$ cat config.mk
export PLATFORM = sky130hd
export DESIGN_NAME = sfd_side_dma
export DESIGN_NICKNAME = d
export VERILOG_FILES = /design/src/shared/sfd_pkg.sv /design/src/logic/sfd_rate_div.sv /design/src/logic/sfd_fifo.sv /design/src/logic/sfd_side_dma.sv
export SDC_FILE = /design/constraint.sdc
export NUM_CORES = 2
export LEC_CHECK = 0
export ABC_AREA = 1
export BUFFER_PORTS_ARGS = -buffer_cell sky130_fd_sc_hd__buf_2
export CORE_MARGIN = 2
export CORE_UTILIZATION = 45
export DETAILED_ROUTE_END_ITERATION = 16
export HOLD_SLACK_MARGIN = 0.08
export PLACE_DENSITY = 0.67
export SLEW_MARGIN = 5
export SYNTH_ARGS = -nofsm -noshare
export SYNTH_HDL_FRONTEND = slang
export SYNTH_SLANG_ARGS = --single-unit
$ cat constraint.sdc
create_clock -name ref_clk_i -period 6.8 [get_ports ref_clk_i]
set_input_delay 1.36 -clock ref_clk_i [delete_from_list [all_inputs] [get_ports ref_clk_i]]
set_output_delay 1.36 -clock ref_clk_i [all_outputs]
set_load 0.02 [all_outputs]
$ cat src/shared/sfd_pkg.sv
// constants and types of the side-band fifo dma read-out
package sfd_pkg;
  // ------------------------------------------------------------
  // register indices and byte addresses
  // ------------------------------------------------------------
  localparam logic [7:0] SFD_IDX_CMD = 8'h64;
  localparam logic [7:0] SFD_IDX_STS = 8'h6E;
  localparam logic [11:0] SFD_ADR_CMD = {2'h0, SFD_IDX_CMD, 2'h0};
  localparam logic [11:0] SFD_ADR_STS = {2'h0, SFD_IDX_STS, 2'h0};
  localparam logic [11:0] SFD_ADR_CTRL = 12'h200;
  localparam logic [11:0] SFD_ADR_DIV = 12'h204;
  localparam logic [11:0] SFD_ADR_NTFY = 12'h208;
  localparam logic [11:0] SFD_ADR_BASE = 12'h20C;
  localparam logic [11:0] SFD_ADR_LEN = 12'h210;
  localparam logic [11:0] SFD_ADR_TMO = 12'h214;
  localparam logic [11:0] SFD_ADR_MASK = 12'h218;
  localparam logic [11:0] SFD_ADR_POLL = 12'h21C;
  localparam logic [11:0] SFD_ADR_LVL = 12'h220;
  // ------------------------------------------------------------
  // field positions
  // ------------------------------------------------------------
  localparam int SFD_CMD_START = 20;
  localparam int SFD_CMD_WAIT = 21;
  localparam int SFD_CMD_ABORT = 22;
  localparam int SFD_CMD_POLL = 23;
  localparam int SFD_STS_BLK = 12;
  localparam int SFD_STS_DONE = 13;
  localparam int SFD_STS_OVF = 14;
  localparam int SFD_STS_FLT = 15;
  localparam int SFD_STS_TMO = 16;
  localparam int SFD_STS_RUN = 17;
  localparam int SFD_CTRL_DUAL = 0;
  localparam int SFD_TAG_TS = 31;
  localparam logic [31:0] SFD_STS_STICKY = 32'h0001_F000;
  localparam logic [31:0] SFD_WORD_BYTES = 32'h0000_0004;
  // ------------------------------------------------------------
  // reset values
  // ------------------------------------------------------------
  localparam logic [31:0] SFD_RST_DIV = 32'h0000_0001;
  localparam logic [31:0] SFD_RST_ZERO = 32'h0000_0000;
  // ------------------------------------------------------------
  // types
  // ------------------------------------------------------------
  typedef enum logic [1:0] {SFD_IDLE, SFD_RUN, SFD_POLL, SFD_HALT} sfd_state_t;
  typedef struct packed {
    logic cyc;
    logic stb;
    logic we;
    logic [11:0] adr;
    logic [3:0] sel;
    logic [31:0] dat;
  } sfd_wb_req_t;
  typedef struct packed {
    logic [31:0] addr;
    logic [31:0] data;
  } sfd_beat_t;
endpackage

$ cat src/logic/sfd_rate_div.sv
// slow sample strobe divider
`timescale 1ns/1ps
module sfd_rate_div (
  // clock and reset
  input wire logic ref_clk_i,
  input wire logic nrst_i,
  // fast strobe and divider
  input wire logic en_i,
  input wire logic [31:0] div_i,
  // slow strobe
  output logic pulse_o
);
  import sfd_pkg::*;
  logic [31:0] cnt_ff, nxt_cnt;
  logic pulse_ff, nxt_pulse;

  always_comb begin
    nxt_cnt = cnt_ff;
    nxt_pulse = 1'b0;
    if (en_i) begin
      if (cnt_ff + 32'h0000_0001 >= div_i) begin
        nxt_cnt = SFD_RST_ZERO;
        nxt_pulse = 1'b1;
      end else begin
        nxt_cnt = cnt_ff + 32'h0000_0001;
      end
    end
  end

  always_ff @(posedge ref_clk_i) begin
    if (!nrst_i) begin
      cnt_ff <= SFD_RST_ZERO;
      pulse_ff <= 1'b0;
    end else begin
      cnt_ff <= nxt_cnt;
      pulse_ff <= nxt_pulse;
    end
  end

  assign pulse_o = pulse_ff;
endmodule // sfd_rate_div

$ cat src/logic/sfd_fifo.sv
// side-band fifo in flip-flops
`timescale 1ns/1ps
module sfd_fifo #(
  parameter int W = 32,
  parameter int DEPTH = 64
) (
  // clock and reset
  input wire logic ref_clk_i,
  input wire logic nrst_i,
  // fill side
  input wire logic push_i,
  input wire logic [W-1:0] data_i,
  output logic in_ready_o,
  // drain side
  input wire logic pop_i,
  output logic out_valid_o,
  output logic [W-1:0] data_o,
  // fill level
  output logic [$clog2(DEPTH):0] level_o
);
  import sfd_pkg::*;
  localparam int AW = $clog2(DEPTH);
  logic [W-1:0] mem_ff [DEPTH];
  logic [AW-1:0] wp_ff, nxt_wp, rp_ff, nxt_rp;
  logic [AW:0] cnt_ff, nxt_cnt;
  logic do_push, do_pop;

  always_comb begin
    do_push = push_i && (cnt_ff != (AW+1)'(DEPTH));
    do_pop = pop_i && (cnt_ff != '0);
    nxt_wp = do_push ? AW'((wp_ff + 1'b1) % DEPTH) : wp_ff;
    nxt_rp = do_pop ? AW'((rp_ff + 1'b1) % DEPTH) : rp_ff;
    nxt_cnt = cnt_ff + (AW+1)'(do_push) - (AW+1)'(do_pop);
  end

  always_ff @(posedge ref_clk_i) begin
    if (!nrst_i) begin
      wp_ff <= '0;
      rp_ff <= '0;
      cnt_ff <= '0;
    end else begin
      wp_ff <= nxt_wp;
      rp_ff <= nxt_rp;
      cnt_ff <= nxt_cnt;
    end
    if (do_push) begin
      mem_ff[wp_ff] <= data_i;
    end
  end

  assign in_ready_o = cnt_ff != (AW+1)'(DEPTH);
  assign out_valid_o = cnt_ff != '0;
  assign data_o = mem_ff[rp_ff];
  assign level_o = cnt_ff;
endmodule // sfd_fifo

$ cat src/logic/sfd_side_dma.sv
// side-band fifo and its read-out dma engine
//
// The Wishbone interface to the registers was decided locally.
`timescale 1ns/1ps
module sfd_side_dma #(
  parameter int DEPTH = 64
) (
  // clock and reset
  input wire logic ref_clk_i,
  input wire logic nrst_i,
  // register bus
  input wire sfd_pkg::sfd_wb_req_t wb_req_i,
  output logic [31:0] wb_dat_o,
  output logic wb_ack_o,
  // acquisition side
  input wire logic fast_smp_i,
  input wire logic [15:0] slow_smp_i,
  input wire logic ts_valid_i,
  input wire logic [15:0] ts_data_i,
  input wire logic fault_i,
  // host memory write port
  output sfd_pkg::sfd_beat_t dma_o,
  output logic dma_valid_o,
  input wire logic dma_ready_i,
  // interrupt
  output logic irq_o
);
  import sfd_pkg::*;

  // ------------------------------------------------------------
  // state
  // ------------------------------------------------------------
  sfd_state_t state_ff, nxt_state;
  logic [31:0] ctrl_ff, nxt_ctrl, div_ff, nxt_div, ntfy_ff, nxt_ntfy;
  logic [31:0] base_ff, nxt_base, len_ff, nxt_len, tmo_ff, nxt_tmo;
  logic [31:0] mask_ff, nxt_mask, sts_ff, nxt_sts;
  logic [31:0] iss_ff, nxt_iss, xfer_ff, nxt_xfer, blk_ff, nxt_blk, tcnt_ff, nxt_tcnt;
  logic [31:0] rdat_ff, nxt_rdat;
  logic ack_ff, nxt_ack, wait_ff, nxt_wait, irq_ff, nxt_irq;
  logic valid_ff, nxt_valid, pend_ff, nxt_pend;
  logic [15:0] hold_ff, nxt_hold;
  sfd_beat_t beat_ff, nxt_beat;
  logic req, wr, rd, wrel, accept, push, pop, ovf;
  logic [31:0] cmd, set, push_data;
  logic slow_pulse, fifo_rdy, fifo_vld;
  logic [31:0] fifo_data;
  logic [$clog2(DEPTH):0] level;

  function automatic logic [31:0] wmerge(input logic [31:0] old_v, input logic [31:0] new_v,
                                         input logic [3:0] sel);
    logic [31:0] res;
    res = old_v;
    for (int b = 0; b < 4; b++) begin
      if (sel[b]) begin
        res[b*8 +: 8] = new_v[b*8 +: 8];
      end
    end
    return res;
  endfunction

  // ------------------------------------------------------------
  // slow strobe and fifo
  // ------------------------------------------------------------
  sfd_rate_div u_div (
    .ref_clk_i(ref_clk_i),
    .nrst_i(nrst_i),
    .en_i(fast_smp_i & ctrl_ff[SFD_CTRL_DUAL]),
    .div_i(div_ff),
    .pulse_o(slow_pulse)
  );

  sfd_fifo #(.W(32), .DEPTH(DEPTH)) u_fifo (
    .ref_clk_i(ref_clk_i),
    .nrst_i(nrst_i),
    .push_i(push),
    .data_i(push_data),
    .in_ready_o(fifo_rdy),
    .pop_i(pop),
    .out_valid_o(fifo_vld),
    .data_o(fifo_data),
    .level_o(level)
  );

  // ------------------------------------------------------------
  // next state
  // ------------------------------------------------------------
  always_comb begin
    nxt_state = state_ff;
    nxt_ctrl = ctrl_ff;
    nxt_div = div_ff;
    nxt_ntfy = ntfy_ff;
    nxt_base = base_ff;
    nxt_len = len_ff;
    nxt_tmo = tmo_ff;
    nxt_mask = mask_ff;
    nxt_iss = iss_ff;
    nxt_xfer = xfer_ff;
    nxt_blk = blk_ff;
    nxt_tcnt = tcnt_ff;
    nxt_valid = valid_ff;
    nxt_beat = beat_ff;
    nxt_wait = wait_ff;
    nxt_pend = pend_ff;
    nxt_hold = hold_ff;
    nxt_ack = 1'b0;
    nxt_rdat = SFD_RST_ZERO;
    set = SFD_RST_ZERO;
    pop = 1'b0;
    wrel = 1'b0;
    req = wb_req_i.cyc && wb_req_i.stb && !ack_ff;
    wr = req && wb_req_i.we && !wait_ff;
    rd = req && !wb_req_i.we;
    cmd = (wr && wb_req_i.adr == SFD_ADR_CMD && wb_req_i.sel[2]) ? wb_req_i.dat : SFD_RST_ZERO;
    accept = valid_ff && dma_ready_i;

    // slow samples first, a clashing timestamp waits one slot
    push = 1'b0;
    push_data = SFD_RST_ZERO;
    if (slow_pulse) begin
      push = 1'b1;
      push_data = {16'h0000, slow_smp_i};
      if (ts_valid_i && !pend_ff) begin
        nxt_pend = 1'b1;
        nxt_hold = ts_data_i;
      end
    end else if (pend_ff || ts_valid_i) begin
      push = 1'b1;
      push_data = {1'b1, 15'h0000, pend_ff ? hold_ff : ts_data_i};
      nxt_pend = pend_ff && ts_valid_i;
      nxt_hold = ts_data_i;
    end
    ovf = push && !fifo_rdy && ctrl_ff[SFD_CTRL_DUAL];
    if (ovf) begin
      set[SFD_STS_OVF] = 1'b1;
    end

    // dma engine of its own, card to host only
    if (state_ff == SFD_RUN) begin
      if (accept) begin
        nxt_valid = 1'b0;
        nxt_xfer = xfer_ff + SFD_WORD_BYTES;
        if (ntfy_ff != SFD_RST_ZERO && blk_ff + SFD_WORD_BYTES >= ntfy_ff) begin
          set[SFD_STS_BLK] = 1'b1;
          nxt_blk = SFD_RST_ZERO;
        end else begin
          nxt_blk = blk_ff + SFD_WORD_BYTES;
        end
      end
      if (fifo_vld && iss_ff < len_ff && (!valid_ff || dma_ready_i)) begin
        pop = 1'b1;
        nxt_valid = 1'b1;
        nxt_beat.addr = base_ff + iss_ff;
        nxt_beat.data = fifo_data;
        nxt_iss = iss_ff + SFD_WORD_BYTES;
      end
      if (xfer_ff >= len_ff) begin
        nxt_state = SFD_IDLE;
        if (ntfy_ff == SFD_RST_ZERO) begin
          set[SFD_STS_DONE] = 1'b1;
        end
      end
      if (fault_i) begin
        set[SFD_STS_FLT] = 1'b1;
        nxt_state = SFD_HALT;
        nxt_valid = 1'b0;
      end
      if (ovf) begin
        nxt_state = SFD_HALT;
        nxt_valid = 1'b0;
        pop = 1'b0;
      end
    end

    // commands, abort wins over start
    if (cmd[SFD_CMD_ABORT]) begin
      nxt_state = SFD_IDLE;
      nxt_valid = 1'b0;
      pop = 1'b0;
    end else if (cmd[SFD_CMD_START] && (state_ff == SFD_IDLE || state_ff == SFD_HALT)) begin
      nxt_state = SFD_RUN;
      nxt_iss = SFD_RST_ZERO;
      nxt_xfer = SFD_RST_ZERO;
      nxt_blk = SFD_RST_ZERO;
      nxt_valid = 1'b0;
    end else if (cmd[SFD_CMD_POLL] && state_ff == SFD_IDLE) begin
      nxt_state = SFD_POLL;
    end

    // wait holds the bus write until an event or timeout
    if (wait_ff) begin
      nxt_tcnt = tcnt_ff + 32'h0000_0001;
      if (tmo_ff != SFD_RST_ZERO && nxt_tcnt >= tmo_ff) begin
        set[SFD_STS_TMO] = 1'b1;
        wrel = 1'b1;
      end
      if (set[SFD_STS_BLK] || set[SFD_STS_DONE] || nxt_state != SFD_RUN) begin
        wrel = 1'b1;
      end
      if (wrel) begin
        nxt_wait = 1'b0;
        nxt_ack = 1'b1;
      end
    end else if (cmd[SFD_CMD_WAIT] && nxt_state == SFD_RUN) begin
      nxt_wait = 1'b1;
      nxt_tcnt = SFD_RST_ZERO;
    end else if (wr) begin
      nxt_ack = 1'b1;
      case (wb_req_i.adr)
        SFD_ADR_CTRL: nxt_ctrl = wmerge(ctrl_ff, wb_req_i.dat, wb_req_i.sel);
        SFD_ADR_DIV: nxt_div = wmerge(div_ff, wb_req_i.dat, wb_req_i.sel);
        SFD_ADR_NTFY: nxt_ntfy = wmerge(ntfy_ff, wb_req_i.dat, wb_req_i.sel);
        SFD_ADR_BASE: nxt_base = wmerge(base_ff, wb_req_i.dat, wb_req_i.sel);
        SFD_ADR_LEN: nxt_len = wmerge(len_ff, wb_req_i.dat, wb_req_i.sel);
        SFD_ADR_TMO: nxt_tmo = wmerge(tmo_ff, wb_req_i.dat, wb_req_i.sel);
        SFD_ADR_MASK: nxt_mask = wmerge(mask_ff, wb_req_i.dat, wb_req_i.sel);
        default: nxt_ack = 1'b1;
      endcase
    end else if (rd) begin
      nxt_ack = 1'b1;
      case (wb_req_i.adr)
        SFD_ADR_STS: nxt_rdat = sts_ff | {14'h0000, state_ff == SFD_RUN, 17'h00000};
        SFD_ADR_CTRL: nxt_rdat = ctrl_ff;
        SFD_ADR_DIV: nxt_rdat = div_ff;
        SFD_ADR_NTFY: nxt_rdat = ntfy_ff;
        SFD_ADR_BASE: nxt_rdat = base_ff;
        SFD_ADR_LEN: nxt_rdat = len_ff;
        SFD_ADR_TMO: nxt_rdat = tmo_ff;
        SFD_ADR_MASK: nxt_rdat = mask_ff;
        SFD_ADR_LVL: nxt_rdat = 32'(level);
        SFD_ADR_POLL: begin
          if (state_ff == SFD_POLL && fifo_vld) begin
            pop = 1'b1;
            nxt_rdat = fifo_data;
          end
        end
        default: nxt_rdat = SFD_RST_ZERO;
      endcase
    end

    // sticky status, a new event wins over the read clear
    if (rd && wb_req_i.adr == SFD_ADR_STS) begin
      nxt_sts = (sts_ff & ~SFD_STS_STICKY) | set;
    end else begin
      nxt_sts = sts_ff | set;
    end
    nxt_irq = |(nxt_sts & nxt_mask & SFD_STS_STICKY);
  end

  // ------------------------------------------------------------
  // registers
  // ------------------------------------------------------------
  always_ff @(posedge ref_clk_i) begin
    if (!nrst_i) begin
      state_ff <= SFD_IDLE;
      ctrl_ff <= SFD_RST_ZERO;
      div_ff <= SFD_RST_DIV;
      ntfy_ff <= SFD_RST_ZERO;
      base_ff <= SFD_RST_ZERO;
      len_ff <= SFD_RST_ZERO;
      tmo_ff <= SFD_RST_ZERO;
      mask_ff <= SFD_RST_ZERO;
      sts_ff <= SFD_RST_ZERO;
      iss_ff <= SFD_RST_ZERO;
      xfer_ff <= SFD_RST_ZERO;
      blk_ff <= SFD_RST_ZERO;
      tcnt_ff <= SFD_RST_ZERO;
      rdat_ff <= SFD_RST_ZERO;
      ack_ff <= 1'b0;
      wait_ff <= 1'b0;
      irq_ff <= 1'b0;
      valid_ff <= 1'b0;
      pend_ff <= 1'b0;
      hold_ff <= 16'h0000;
      beat_ff <= '0;
    end else begin
      state_ff <= nxt_state;
      ctrl_ff <= nxt_ctrl;
      div_ff <= nxt_div;
      ntfy_ff <= nxt_ntfy;
      base_ff <= nxt_base;
      len_ff <= nxt_len;
      tmo_ff <= nxt_tmo;
      mask_ff <= nxt_mask;
      sts_ff <= nxt_sts;
      iss_ff <= nxt_iss;
      xfer_ff <= nxt_xfer;
      blk_ff <= nxt_blk;
      tcnt_ff <= nxt_tcnt;
      rdat_ff <= nxt_rdat;
      ack_ff <= nxt_ack;
      wait_ff <= nxt_wait;
      irq_ff <= nxt_irq;
      valid_ff <= nxt_valid;
      pend_ff <= nxt_pend;
      hold_ff <= nxt_hold;
      beat_ff <= nxt_beat;
    end
  end

  assign wb_dat_o = rdat_ff;
  assign wb_ack_o = ack_ff;
  assign dma_o = beat_ff;
  assign dma_valid_o = valid_ff;
  assign irq_o = irq_ff;
endmodule // sfd_side_dma

# Word level (Yosys, flattened, before mapping)
# Memories as Yosys holds them, arrays and structs flattened. A register that Yosys moved wholly into a read port is not among the register bits.
# Cells that the tools add are included.
# word_totals
ff_bits	555
ramBits	2048
in_bits	89
out_inout_bits	99
elab_cells	246
memories	1
# memory_table
memory	depth	word_bits	read_ports	rd_ports_with_merged_regs	wr	line	text
u_fifo.mem_ff	64	32	1	1	1	sfd_fifo.sv:23	logic [W-1:0] mem_ff [DEPTH];
# op_classes
n_addsub	10
magnitude_cmp	5
n_eq_ne	18
mux	85
n_bitwise	9
reduce_logical	73
# op_table
cell	count
$mux W32	24
$pmux W32 S10	1
$ge A32 B32 Y1	4
$reduce_and A5 Y1	24
$eq A12 B10 Y1 const B	9
$add A32 B3 Y32 const B	3
$add A32 B1 Y32 const B	2
$mux W16	4
$or A32 B17 Y32	2
$reduce_bool A32 Y1	2
$mux W1	41
$add A32 B32 Y32	1
$logic_not A32 Y1	1
$lt A32 B32 Y1	1
$mux W8	4
$or A32 B18 Y32	1
$eq A12 B9 Y1 const B	2
$mux W24	1
$logic_and A1 B1 Y1	23
$and A17 B17 Y17	1
$mux W2	8
$add A6 B1 Y6 const B	2
$mux W6	2
$reduce_or A5 Y1	2
other kinds (17)	35

# Longest topological paths before layout
# logic_depth
word_depth	18
ltp_mapped	24
ltp_nobuf	23

# Modules after synthesis
# A second synthesis with hierarchy kept.
# hier_totals
hier_cells	11404
hier_area_um2	113373.7
# by_module_without_submodules
module	instances	cells_per_inst	area_each_um2	seq_area_each_um2
sfd_fifo	1	6876	83239.8	61999.5
sfd_side_dma	1	3973	26889.5	9449.1
sfd_rate_div	1	555	3244.4	660.6

# Least setup slack after synthesis
# Ideal clock, no wire load.
# synth_path
path_kind	input -> register
from	input port wb_req_i[37] (netlist name)
to	register u_fifo.cnt_ff[6], in the netlist u_fifo.level_o[6]
setup_ps	70
arrival_time_ps	4444
required_time_ps	6730
path_slack_ps	2287
stages	18
n_path_buf	1
path_cell_list	nor2_1 inv_1 nor3_1 nand3b_1 o41ai_1 clkbuf_1 ha_1 inv_1 ha_1 inv_1 fa_1 o31ai_1 inv_1 nor2_1 nor2_1 o21bai_1 o21ai_0 a21oi_1
# synth_between
elab_chain_cells	14
word_cells_on_any_way	21
cone_classes	add/sub (1); eq/ne (3); mux (11); reduce/logical (6)
# synth_lines
element	line	text
start, declared	sfd_side_dma.sv:12	input wire sfd_pkg::sfd_wb_req_t wb_req_i,
$eq A12 B9 Y1	sfd_side_dma.sv:113	cmd = (wr && wb_req_i.adr == SFD_ADR_CMD && wb_req_i.sel[2]) ? wb_req_i.dat : SFD_RST_ZERO;
$logic_and A1 B1 Y1 (2 in a row)	sfd_side_dma.sv:113	
$mux W24	sfd_side_dma.sv:113	
$logic_and A1 B1 Y1	sfd_side_dma.sv:185	end else if (cmd[SFD_CMD_POLL] && state_ff == SFD_IDLE) begin
$mux W2	sfd_side_dma.sv:185	
$mux W2	sfd_side_dma.sv:179	end else if (cmd[SFD_CMD_START] && (state_ff == SFD_IDLE || state_ff == SFD_HALT)) begin
$mux W2	sfd_side_dma.sv:175	if (cmd[SFD_CMD_ABORT]) begin
$eq A2 B1 Y1	sfd_side_dma.sv:203	end else if (cmd[SFD_CMD_WAIT] && nxt_state == SFD_RUN) begin
$logic_and A1 B1 Y1	sfd_side_dma.sv:203	
$mux W1	sfd_side_dma.sv:203	
$mux W1 *	sfd_side_dma.sv:190	if (wait_ff) begin
$logic_and A1 B1 Y1 *	sfd_fifo.sv:30	do_pop = pop_i && (cnt_ff != '0);
$sub A7 B1 Y7 *	sfd_fifo.sv:33	nxt_cnt = cnt_ff + (AW+1)'(do_push) - (AW+1)'(do_pop);
end signal, assigned	sfd_fifo.sv:44	cnt_ff <= nxt_cnt;
end, declared	sfd_fifo.sv:25	logic [AW:0] cnt_ff, nxt_cnt;
# Mark *: on every way between the ends. The rest lies on a longest branch, timed or not.
# A chain may end at the register's enable or synchronous reset.

# Final worst setup path
# layout_path
from	register blk_ff[4]
to	register blk_ff[10]
# layout_between
elab_chain_cells	8
# layout_lines
element	line	text
start, declared	sfd_side_dma.sv:37	logic [31:0] iss_ff, nxt_iss, xfer_ff, nxt_xfer, blk_ff, nxt_blk, tcnt_ff, nxt_tcnt;
start signal, assigned	sfd_side_dma.sv:287	blk_ff <= nxt_blk;
$add A32 B3 Y32 *	sfd_side_dma.sv:142, sfd_side_dma.sv:146	
$ge A32 B32 Y1	sfd_side_dma.sv:142	if (ntfy_ff != SFD_RST_ZERO && blk_ff + SFD_WORD_BYTES >= ntfy_ff) begin
$logic_and A1 B1 Y1	sfd_side_dma.sv:142	
$mux W32 *	sfd_side_dma.sv:142	
$mux W32 *	sfd_side_dma.sv:139	if (accept) begin
$mux W32 *	sfd_side_dma.sv:138	if (state_ff == SFD_RUN) begin
$mux W32	sfd_side_dma.sv:179	
$mux W32 *	sfd_side_dma.sv:175	
# Marks and branches as above.

==> metrics <==
outcome finished, final reports clean; drt pass-1 iters 8; Final Hold Viols 0; fraction of the yosys area taken by sequential cells 59.8%; max reg flops 1,088; Rel. slew slack 27.8%; CP Class register to register; Startpoint Class register; PwrDens 249 nW/um2; Initial Utilization 45.3%; Yosys warnings 0; EDFF count, synth 1,088; commonest non-fill, non-tap cell in the layout nor2_1; max-cap viol count 0; Setup TNS Final 0 ns; static leakage 30.5 nW; Root Buffer clkbuf_16; library cells used by synthesis 62; die height 404 um; Biggest register u_fifo.mem_ff; number of global-route vias before repair 51,620; GR Overflow Total 0; All-Layer GR Usage 25.7%; # nets final 7,838; Post-synth ARST share 0%; Worst-Margin Slew 1.08 ns; Critical Path Fanout Max 29; Final Critical Period 4.68 ns; clock-pin slew on the worst setup and hold paths 0.07 ns; first-pass GRT wire length 318 mm; Worst setup EP type register; total number of vias 55,618; #FFs+latches synth 1,603; Initial DRC Count 6,100; wirelength, routed 215 mm; Hold Path Class register to register; minimum setup slack among reg-to-reg paths 2.12 ns; post-synthesis cell count 7,456; H-tree Lvls 4; most frequent cells in the layout nor2_1 (1,471), edfxtp_1 (1,088), nand2_1 (1,014), o21ai_0 (805); final setup fails 0; hpwl dp 138 mm; synthesized area per cell 9.64 um2; Area Growth Syn to Fin 11.5%; WL/cell 22.0 um; post-CTS sizing 0; Final period util 68.8%; # Post-CTS Setup Buffers 0; Placer Congestion 0.978; Top Ports 188; Num CTS Buffers 166; port bufs 172; hold_ws 0.438 ns; CTS tree yes; layout cells sized above 1 8.39%; clk_lat worst skew 0.81 ns; Die X 404 um; DRC viols 0; # hold bufs at CTS 0; vias per cell 5.70; Max Fclk 0.214 GHz; max-slew violations 0; Core Box Area 159,000 um2; Primary FF master, synth edfxtp_1; worst vdd rail ir drop 291 uV; worst path arrival time 5.40 ns; Mapped Area 71,900 um2; worst-case clock buffer depth 3; initial antenna violation count 14; Die ar. 163,000 um2; RSZ-0062 raised after global routing false; Clock Sink Count 1,603; clock skew 0.0314 ns; Post-DRT Antenna Nets 0; pin count of the biggest net entering global routing 192; row count 146; # fillers 14,198; Req. time, crit path 7.52 ns
power by group:
| group | leakage, nW | switching [mW] | internal (mW) |
|---|---|---|---|
| clock network | 2.57 | 3.87 | 4.96 |
| registers | 14.1 | 0.0279 | 10.5 |
| logic | 13.8 | 0.521 | 0.132 |
worst paths after layout:
check | depth (start not counted) | from | to
worst min register to register | 2 | blk_ff[1]$_SDFF_PN0_ | blk_ff[1]$_SDFF_PN0_
worst min-delay path | 2 | blk_ff[1]$_SDFF_PN0_ | blk_ff[1]$_SDFF_PN0_
worst max register to register | 21 | blk_ff[4]$_SDFF_PN0_ | blk_ff[10]$_SDFF_PN0_
worst max-delay path | 21 | blk_ff[4]$_SDFF_PN0_ | blk_ff[10]$_SDFF_PN0_
cells in the mapped netlist, types with 5 or more instances:
master / instances / share of area, %
o21a_1: 6 / 0.063
nor2_2: 6 / 0.052
clkinv_1: 5 / 0.026
a221oi_1: 17 / 0.21
clkbuf_1: 299 / 1.6
dfxtp_1: 515 / 14
o221ai_1: 36 / 0.44
or2_2: 25 / 0.22
o21ai_0: 805 / 5.6
nor3_1: 69 / 0.48
nand3_2: 19 / 0.26
o21bai_1: 12 / 0.13
buf_1: 24 / 0.13
xor2_1: 106 / 1.3
nor4_1: 31 / 0.27
edfxtp_1: 1088 / 45
o2111ai_1: 16 / 0.20
a22oi_1: 29 / 0.30
nand3_1: 168 / 1.2
buf_2: 41 / 0.29
nand2_1: 1015 / 5.3
xnor2_1: 40 / 0.49
buf_4: 30 / 0.31
a21oi_1: 282 / 2.0
nand3_4: 6 / 0.15
ha_1: 204 / 3.6
nand4_1: 80 / 0.70
a31oi_1: 27 / 0.24
nor3b_1: 5 / 0.052
a2111oi_0: 14 / 0.17
o22ai_1: 347 / 3.0
a211oi_1: 5 / 0.052
nor2_1: 1473 / 7.7
inv_1: 514 / 2.7
o211ai_1: 56 / 0.59
critical path, stage by stage (launching register included):
cell,delay (ns)
dfxtp_1,0.40
nand3_1,0.16
nor2_1,0.15
inv_1,0.07
nor2_1,0.15
nand3_1,0.16
nor4_1,0.48
nand2_1,0.22
nor3_1,0.24
xnor2_1,0.16
inv_1,0.08
ha_1,0.29
a21oi_1,0.13
o21ai_0,0.10
a21o_1,0.19
a21oi_1,0.20
nand3_1,0.13
nand2_1,0.07
nand2_1,0.05
inv_1,0.77
a22oi_1,0.21
nor2_1,0.16
layer usage:
metal	global-route usage, %	vias up	wire length [um]
met5	0	-	57
met3	4.83	543	18200
li1	-	26031	-
met2	41.6	2411	100000
met1	32.9	26625	84000
met4	13.3	8	12000
layout make-up:
cell class                 instances  area [um2]  area share, %
clock inverter                    78         727          0.907
antenna                            8        20.0         0.0250
clock buffer                     223        4520           5.64
multi-input combinational       4944       25400           31.7
tap                             2072        2590           3.24
sequential                      1603       43000           53.7
timing repair buffer             306        1930           2.40
inverter                         523        1980           2.48
metrics by stage:
| step | util, % | total power, mW | worst slack [ns] | area [um2] | std cells |
|---|---|---|---|---|---|
| final | 50.5 | 20.0 | 2.12 | 80100 | 9757 |
| after global routing | 50.5 | 20.5 | 1.73 | 80100 | 9749 |
| after CTS | 50.5 | 20.1 | 2.25 | 80100 | 9749 |
| after detailed placement | 47.2 | 11.3 | 1.80 | 74900 | 9448 |
| after global placement | 47.2 | 11.3 | 1.75 | 74900 | 9448 |
| after floorplan | - | 11.0 | 2.29 | 71900 | 7470 |
logic make-up (layout without fill, tap and decap cells):
group                    after synthesis  after routing  synth area share, %
buffers and inverters                923           1130                 5.12
flip-flops                          1603           1603                 59.8
other                                  1             23              0.00522
AO/OA/AOI/OAI                       1664           1664                 13.1
multiplexers                           4              4               0.0609
adder cells (fa/ha/maj)              205            205                 3.58
XOR/XNOR                             146            146                 1.78
AND/OR/NAND/NOR                     2910           2910                 16.5
(Power assumes the default switching activity.)
